$ cat src/verilog/gpar_pkg.sv
// constants and carrier types of the per-port gigabit negotiation registers
// assumes one register-bus master and five negotiation engines in the same clock domain
package gpar_pkg;

  localparam int NUM_PORTS = 5;

  // switch-space offsets of each port's registers (port number in addr[15:12])
  localparam logic [11:0] OFS_NP_RX = 12'h110;
  localparam logic [11:0] OFS_GCTL  = 12'h112;
  localparam logic [11:0] OFS_GSTAT = 12'h114;

  // standard register indexes, reached through the index window
  localparam logic [4:0] IDX_NP_RX = 5'h08;
  localparam logic [4:0] IDX_GCTL  = 5'h09;
  localparam logic [4:0] IDX_GSTAT = 5'h0A;
  localparam logic [3:0] IDX_WIN   = 4'hF;

  // interrupt registers
  localparam logic [15:0] OFS_INT_STAT = 16'h0000;
  localparam logic [15:0] OFS_INT_CLR  = 16'h0002;
  localparam logic [15:0] OFS_INT_EN   = 16'h0004;
  localparam int          INT_FAULT_LO = 0;
  localparam int          INT_SAT_LO   = 5;
  localparam int          INT_W        = 10;

  // received next page fields
  localparam int NP_MORE = 15;
  localparam int NP_ACK  = 14;
  localparam int NP_MSG  = 13;
  localparam int NP_ACK2 = 12;
  localparam int NP_TOG  = 11;

  // gigabit control fields
  localparam int GC_TEST_LO  = 13;
  localparam int GC_MAN_EN   = 12;
  localparam int GC_MAN_VAL  = 11;
  localparam int GC_PORT_TYP = 10;
  localparam int GC_ADV_FD   = 9;
  localparam int GC_ADV_HD   = 8;
  localparam logic [15:0] GCTL_WMASK = 16'hFF00;

  // gigabit status fields
  localparam int GS_FAULT = 15;
  localparam int GS_RES   = 14;
  localparam int GS_LRX   = 13;
  localparam int GS_RRX   = 12;
  localparam int GS_LPFD  = 11;
  localparam int GS_LPHD  = 10;

  // reset values
  localparam logic [15:0] NP_RX_RST = 16'h0000;
  localparam logic [15:0] GCTL_RST  = 16'h0300;
  localparam logic [7:0]  CNT_RST   = 8'h00;
  localparam logic [7:0]  CNT_MAX   = 8'hFF;

  typedef enum logic [1:0] {
    SEL_NONE = 2'b00,
    SEL_NP   = 2'b01,
    SEL_CTL  = 2'b11,
    SEL_STAT = 2'b10
  } gpar_sel_t;

  typedef struct packed {
    logic [15:0] addr;
    logic [15:0] wdata;
    logic        wr;
    logic        rd;
  } gpar_bus_req_t;

  typedef struct packed {
    logic        np_valid;
    logic [15:0] np_word;
    logic        ms_fault;
    logic        ms_master;
    logic        loc_rx_ok;
    logic        rem_rx_ok;
    logic        lp_fd;
    logic        lp_hd;
    logic        idle_send_n;
    logic        rx_err;
  } gpar_port_in_t;

  typedef struct packed {
    logic       manual_en;
    logic       force_master;
    logic       prefer_master;
    logic       adv_fd;
    logic       adv_hd;
    logic [2:0] test_mode;
  } gpar_port_cfg_t;

  typedef struct packed {
    logic [15:0]    np_rx;
    logic [15:0]    ctl;
    logic           fault;
    logic [7:0]     idle_cnt;
    gpar_port_cfg_t cfg;
  } gpar_port_state_t;

  typedef struct packed {
    gpar_port_state_t [NUM_PORTS-1:0] port;
    logic [INT_W-1:0]                 int_stat;
    logic [INT_W-1:0]                 int_en;
    logic [15:0]                      rdata;
    logic                             irq;
  } gpar_state_t;

endpackage

$ cat src/verilog/gpar_regs.sv
// five ports of gigabit negotiation registers: received next page, control, status
// assumes bus strobes and engine inputs synchronous to sys_clk_i; engine pulses last one cycle
//
// Overview of operation
// - three 16-bit registers per port, at switch address and at standard index
// - next page bit 15 shows partner has more next pages following
// - next page bit 14 is read-only, set on partner's successful link word receipt
// - next page bit 13 message versus unformatted; bit 12 partner able to act
// - bit 11 toggle as received; bits 10:0 the partner's read-only message field
// - control bit 12 enables manual master-slave setting, reset value zero
// - control bit 11 forces master or slave, honoured only with manual enabled
// - control bit 10 port type preference, honoured only with manual disabled
// - control bit 9 advertises gigabit full duplex, resets to one
// - control bit 8 advertises gigabit half duplex, resets to one
// - status bit 15 latches master-slave fault, clears on read, resets zero
// - status bit 14 shows master-slave resolution result, one meaning master
// - status bit 13 shows local receiver status
// - status bit 12 shows remote receiver status
// - status bits 11 and 10 show partner gigabit full and half duplex ability
// - status bits 7:0 idle error count, cleared on read, resets zero
// - count rises by one per symbol with receive error during idle reception, holding at 255
//
// The address-and-strobe port was decided locally.
`timescale 1ns/1ns

module gpar_regs (
  input  wire logic                                    sys_clk_i,
  input  wire logic                                    rst_n_i,
  input  wire gpar_pkg::gpar_bus_req_t                 bus_i,
  output logic [15:0]                                  rdata_o,
  output logic                                         irq_o,
  input  wire gpar_pkg::gpar_port_in_t  [gpar_pkg::NUM_PORTS-1:0] port_i,
  output gpar_pkg::gpar_port_cfg_t      [gpar_pkg::NUM_PORTS-1:0] cfg_o
);
  import gpar_pkg::*;

  logic [1:0]  rst_sync_q;
  logic        rst_n;
  gpar_state_t q;
  gpar_state_t d;

  logic [NUM_PORTS-1:0] ev_fault;
  logic [NUM_PORTS-1:0] ev_sat;
  gpar_sel_t [NUM_PORTS-1:0] sel;

  // reset release through two flops
  always_ff @(posedge sys_clk_i or negedge rst_n_i) begin
    if (!rst_n_i) begin
      rst_sync_q <= 2'b00;
    end else begin
      rst_sync_q <= {rst_sync_q[0], 1'b1};
    end
  end
  assign rst_n = rst_sync_q[1];

  // which of a port's registers the bus address selects, either address form
  function automatic gpar_sel_t reg_sel(input logic [15:0] a, input logic [3:0] pnum);
    gpar_sel_t s;
    s = SEL_NONE;
    if (a[15:12] == pnum) begin
      if (a[11:0] == OFS_NP_RX) begin
        s = SEL_NP;
      end else if (a[11:0] == OFS_GCTL) begin
        s = SEL_CTL;
      end else if (a[11:0] == OFS_GSTAT) begin
        s = SEL_STAT;
      end
    end else if (a[15:12] == IDX_WIN && a[11:8] == 4'h0 && {1'b0, a[7:5]} == pnum) begin
      if (a[4:0] == IDX_NP_RX) begin
        s = SEL_NP;
      end else if (a[4:0] == IDX_GCTL) begin
        s = SEL_CTL;
      end else if (a[4:0] == IDX_GSTAT) begin
        s = SEL_STAT;
      end
    end
    return s;
  endfunction

  genvar g;
  generate
    for (g = 0; g < NUM_PORTS; g++) begin : g_sel
      assign sel[g] = reg_sel(bus_i.addr, 4'(g + 1));
    end
  endgenerate

  always_comb begin
    logic       inc;
    logic [7:0] base;
    logic       stat_rd;
    inc     = 1'b0;
    base    = CNT_RST;
    stat_rd = 1'b0;
    d        = q;
    d.rdata  = 16'h0000;
    ev_fault = '0;
    ev_sat   = '0;
    for (int p = 0; p < NUM_PORTS; p++) begin
      // received next page: whole word taken from the engine, bit 15 also writable
      if (port_i[p].np_valid) begin
        d.port[p].np_rx = port_i[p].np_word;
      end else if (bus_i.wr && sel[p] == SEL_NP) begin
        d.port[p].np_rx[NP_MORE] = bus_i.wdata[NP_MORE];
      end

      // control: only bits 15:8 store, reserved low byte reads zero
      if (bus_i.wr && sel[p] == SEL_CTL) begin
        d.port[p].ctl = bus_i.wdata & GCTL_WMASK;
      end
      d.port[p].cfg.manual_en     = d.port[p].ctl[GC_MAN_EN];
      d.port[p].cfg.force_master  = d.port[p].ctl[GC_MAN_EN]
                                    & d.port[p].ctl[GC_MAN_VAL];
      d.port[p].cfg.prefer_master = ~d.port[p].ctl[GC_MAN_EN]
                                    & d.port[p].ctl[GC_PORT_TYP];
      d.port[p].cfg.adv_fd        = d.port[p].ctl[GC_ADV_FD];
      d.port[p].cfg.adv_hd        = d.port[p].ctl[GC_ADV_HD];
      d.port[p].cfg.test_mode     = d.port[p].ctl[GC_TEST_LO +: 3];

      // status read clears the fault latch and the counter; a new event wins
      stat_rd = bus_i.rd && sel[p] == SEL_STAT;
      if (stat_rd) begin
        d.port[p].fault = 1'b0;
      end
      if (port_i[p].ms_fault) begin
        d.port[p].fault = 1'b1;
        ev_fault[p]     = 1'b1;
      end

      base = stat_rd ? CNT_RST : q.port[p].idle_cnt;
      inc  = port_i[p].idle_send_n && port_i[p].rx_err && base != CNT_MAX;
      d.port[p].idle_cnt = base + {7'h00, inc};
      ev_sat[p] = inc && base == CNT_MAX - 8'h01;

      if (bus_i.rd) begin
        unique case (sel[p])
          SEL_NP: begin
            d.rdata = q.port[p].np_rx;
          end
          SEL_CTL: begin
            d.rdata = q.port[p].ctl;
          end
          SEL_STAT: begin
            d.rdata[GS_FAULT] = q.port[p].fault;
            d.rdata[GS_RES]   = port_i[p].ms_master;
            d.rdata[GS_LRX]   = port_i[p].loc_rx_ok;
            d.rdata[GS_RRX]   = port_i[p].rem_rx_ok;
            d.rdata[GS_LPFD]  = port_i[p].lp_fd;
            d.rdata[GS_LPHD]  = port_i[p].lp_hd;
            d.rdata[7:0]      = q.port[p].idle_cnt;
          end
          SEL_NONE: begin
          end
        endcase
      end
    end

    // interrupt status: write-one-to-clear, a same-cycle event stays set
    if (bus_i.wr && bus_i.addr == OFS_INT_CLR) begin
      d.int_stat = q.int_stat & ~bus_i.wdata[INT_W-1:0];
    end
    d.int_stat[INT_FAULT_LO +: NUM_PORTS] = d.int_stat[INT_FAULT_LO +: NUM_PORTS] | ev_fault;
    d.int_stat[INT_SAT_LO +: NUM_PORTS]   = d.int_stat[INT_SAT_LO +: NUM_PORTS] | ev_sat;
    if (bus_i.wr && bus_i.addr == OFS_INT_EN) begin
      d.int_en = bus_i.wdata[INT_W-1:0];
    end
    if (bus_i.rd && bus_i.addr == OFS_INT_STAT) begin
      d.rdata = {6'h00, q.int_stat};
    end else if (bus_i.rd && bus_i.addr == OFS_INT_EN) begin
      d.rdata = {6'h00, q.int_en};
    end
    d.irq = |(d.int_stat & d.int_en);
  end

  always_ff @(posedge sys_clk_i or negedge rst_n) begin
    if (!rst_n) begin
      q <= '0;
      for (int p = 0; p < NUM_PORTS; p++) begin
        q.port[p].np_rx      <= NP_RX_RST;
        q.port[p].ctl        <= GCTL_RST;
        q.port[p].cfg.adv_fd <= 1'b1;
        q.port[p].cfg.adv_hd <= 1'b1;
        q.port[p].idle_cnt   <= CNT_RST;
      end
    end else begin
      q <= d;
    end
  end

  assign rdata_o = q.rdata;
  assign irq_o   = q.irq;
  generate
    for (g = 0; g < NUM_PORTS; g++) begin : g_cfg
      assign cfg_o[g] = q.port[g].cfg;
    end
  endgenerate

  generate
    for (g = 0; g < NUM_PORTS; g++) begin : g_chk

    end
  endgenerate
endmodule

$ cat config.mk
export PLATFORM = sky130hd
export DESIGN_NAME = gpar_regs
export DESIGN_NICKNAME = d
export VERILOG_FILES = /design/src/verilog/gpar_pkg.sv /design/src/verilog/gpar_regs.sv
export SDC_FILE = /design/constraint.sdc
export NUM_CORES = 1
export LEC_CHECK = 0
export ABC_AREA = 1
export BUFFER_PORTS_ARGS = -buffer_cell sky130_fd_sc_hd__buf_2
export CORE_MARGIN = 8
export CORE_UTILIZATION = 50
export CTS_BUF_LIST = sky130_fd_sc_hd__clkbuf_4 sky130_fd_sc_hd__clkbuf_8
export DETAILED_ROUTE_END_ITERATION = 16
export PLACE_DENSITY_LB_ADDON = 0.1
export SLEW_MARGIN = 20
export SYNTH_ARGS = -nofsm -noshare
export SYNTH_HDL_FRONTEND = slang
export SYNTH_SLANG_ARGS = --single-unit
$ cat constraint.sdc
create_clock -name sys_clk_i -period 15.7 [get_ports sys_clk_i]
set_input_delay 2.355 -clock sys_clk_i [delete_from_list [all_inputs] [get_ports sys_clk_i]]
set_output_delay 2.355 -clock sys_clk_i [all_outputs]
set_load 0.1 [all_outputs]
==> run_results.csv <==
group,metric,value,unit
run_status,outcome,"finished, final reports clean",
floorplanning,io_pins,218,
cts,cts_setup_buffers,0,
critical_path,required,16170,ps
power_and_ir_drop,netSwitchingFraction,0.2842,
finish,drive_gt1_frac,0.2016,
power_and_ir_drop,p_seq_frac,0.474,
critical_path,critPathCaptureType,"flip-flop",
detailed_routing,vias_per_cell,5.160,
hold_path,hold_class,"reg -> async",
cts,cts.repair.resized,0,
floorplanning,core,23260,um^2
sta,timing.final.hold_violations,0,
floorplanning,start_util,0.5040,
critical_path,worstSetupPathType,"in -> reg",
sta,tightest_slew,1051,ps
sta,relSlewSlack,0.2933,
critical_path,start_kind,"input port",
power_and_ir_drop,internal_power,988.1,uW
detailed_routing,post_drt_wl_per_cell,16.96,um
sta,drv_slew,0,
finish,syn2layout_area_growth,14.50,%
cts,ctsHoldBuffers,0,
detailed_routing,wirelength,34810,um
synthesis,netlist_area,11720,um^2
place,place_inst,1984,
synthesis,seq_area_frac_synth,0.4578,
power_and_ir_drop,pwr-share-comb,0.125,
critical_path,reg2reg_depth,2,
place,pre_cts_ws,9734,ps
floorplanning,die_h,169.1,um
detailed_routing,num_vias,10590,
cts,h-tree-depth,2,
floorplanning,rows,56,
critical_path,critical_path_arrival,5890,ps
global_route,grt_max_degree,71,
place,gp_congestion,0.9249,
cts,insertion_delay,550,ps
critical_path,r2r_end,"q[272]",
run,maxCapViolCount,0,
synthesis,avgSynthCellArea,7.599,um^2
critical_path,crit_end,"q[51]",
cts,clkSlewWorstSetupHoldPaths,60,ps
place,dp_hpwl,26960,um
finish,design_area,13430,um^2
finish,n_fill_cell,2273,
sta,worst_clock_skew,16.19,ps
power_and_ir_drop,p_leak,6.981,nW
floorplanning,die_w,169.1,um
power_and_ir_drop,ir_drop,0.00007327,V
synthesis,synth_cell_types,45,
detailed_routing,drtIter0Drc,832,
synthesis,synthesis.nets,1718,
sta,period_share,0.3453,
global_route,grt_remaining_overflow,0,
synthesis,yosys_warnings,0,
finish,stdcell_count,2052,
detailed_routing,drcViolationCount,0,
finish,final_nets,1880,
finish,final_common_cell,"nand2_1",
critical_path,worstSetupStartpoint,"bus_i[29]",
sta,min_period,5421,ps
cts,cts_tree,"built",
global_route,antenna_found_initial,6,
synthesis,syn_inst,1543,
power_and_ir_drop,clkPwrFrac,0.401,
power_and_ir_drop,power_switching,392.2,uW
detailed_routing,dr.pass1.iters,5,
cts,cts_buffers,38,
place,placed_area,12610,um^2
critical_path,r2r_slack,13610,ps
global_route,grt_pass1_wl,53990,um
sta,fin_setup_tns,0,ps
floorplanning,dieArea,28610,um^2
cts,numClockSinks,214,
sta,finalSetupViolations,0,
cts,clockBufferDepth,3,
critical_path,reg2reg_from,"rst_sync_q[1]",
finish,final_cell_mix,"nand2_1 (453), buf_2 (217), dfrtp_1 (203)",
synthesis,ys_seq_elements,214,
place,port_buffers,217,
global_route,grt_pass1_vias,10170,
global_route,track_usage,0.2393,
power_and_ir_drop,p_per_area,102.8,nW/um^2
cts,clockRootBuffer,"clkbuf_8",
sta,setup_ws,10280,ps
critical_path,crit_path_max_fanout,15,
sta,fmax,184.5,MHz
detailed_routing,final_antenna_net_count,0,
sta,rsz0062_at_grt,"no",
flip-flops by register name, indices dropped and copies added (netlist names):
| register | cells |
|---|---|
| q | 175 |
| cfg_o | 20 |
| rdata_o | 16 |
| rst_sync_q | 2 |
| irq_o | 1 |
how the worst min path moves through the flow:
stage,start,endpoint,slack (ps),cells after the start
floorplan,rst_sync_q[0],rst_sync_q[1],330,0
global placement,rst_sync_q[1],rdata_o[2],240,0
detailed placement,rst_sync_q[1],q[30],240,0
CTS,rst_sync_q[1],q[35],230,0
global route,rst_sync_q[1],q[35],250,0
finish,rst_sync_q[1],q[35],220,0
cell usage after synthesis (all sizes together):
cell type	n	area share
nand2	465	0.15
dfrtp	204	0.44
inv	199	0.064
o21ai	149	0.065
nand3	131	0.058
nor2	103	0.039
buf	75	0.046
a21oi	56	0.025
nand4	27	0.015
clkbuf	24	0.0077
xor2	24	0.018
o211ai	17	0.011
ha	14	0.015
dfstp	10	0.022
nor3	9	0.0051
a31oi	8	0.0043
and2	4	0.0021
nand3b	4	0.0026
o22ai	4	0.0021
clkinv	3	0.00096
xnor2	3	0.0022
a221oi	2	0.0015
nor4	2	0.0016
a22o	1	0.00075
a31o	1	0.00075
conb	1	0.00032
nor3b	1	0.00064
o2111ai	1	0.00075
o311ai	1	0.00075
cell type report:
cell class / count / area (um^2) / area share
clock buffers: 54 / 686.9 / 0.05116
flip-flops and latches: 214 / 5371 / 0.4001
multi-input cells: 1028 / 4970 / 0.3702
inverters: 202 / 758.2 / 0.05648
clock inverters: 12 / 118.9 / 0.008854
well taps: 319 / 399.1 / 0.02973
diodes: 2 / 5.005 / 0.0003728
repair buffers: 221 / 1116 / 0.08313
logic make-up (layout without fill, tap and decap cells):
logic type,count (synthesis),after routing,share of synthesized area
xor gates and xnor gates,27,27,0.02017
DFF,214,214,0.4578
other,1,3,0.0003198
adders and majority gates,14,14,0.01494
buffers and inverters,301,489,0.1183
AOI/OAI and AO/OA,240,240,0.1118
and+or+nand+nor,746,746,0.2766
power by group through the flow:
stage	logic, mW	clock network [mW]	registers (mW)
3_5_place_dp	0.172	0	0.663
3_3_place_gp	0.168	0	0.663
5_1_grt	0.198	0.586	0.662
4_1_cts	0.173	0.563	0.653
6_report	0.172	0.554	0.655
2_1_floorplan	0.111	0	0.656
stage by stage:
| step | total power, mW | utilization | hold WS [ps] |
|---|---|---|---|
| after global placement | 0.8305 | 0.5423 | 242.2 |
| after CTS | 1.389 | 0.5769 | 233.9 |
| after global routing | 1.446 | 0.5771 | 254.1 |
| after floorplan | 0.7673 | - | 331.2 |
| after detailed placement | 0.8351 | 0.5423 | 240.0 |
| final | 1.380 | 0.5771 | 224.2 |
critical path, stage by stage:
cell     delay [ps]
buf_2           100
nor2_1          240
nand2_1         140
nor2_4          210
nand2_2         110
o21ai_0         500
inv_1           140
ha_1            420
nand2_1         230
inv_1           120
nor2_1          150
nand2_1          90
nor2_1          140
nand3_1          80
nand2_1          80
inv_1            40
ha_1            190
ha_1            210
inv_1            60
nor2_1           60
nand3_1          80
xor2_1          140
routing by layer:
metal / vias up / GRT usage / part of all wire
met4: 8 / 0.07580 / 0.023
li1: 5212 / - / -
met1: 4916 / 0.3332 / 0.46
met2: 383 / 0.3649 / 0.44
met5: - / 0 / 0.0016
met3: 70 / 0.05559 / 0.073
Note: power is estimated with default switching activity, not from simulation.
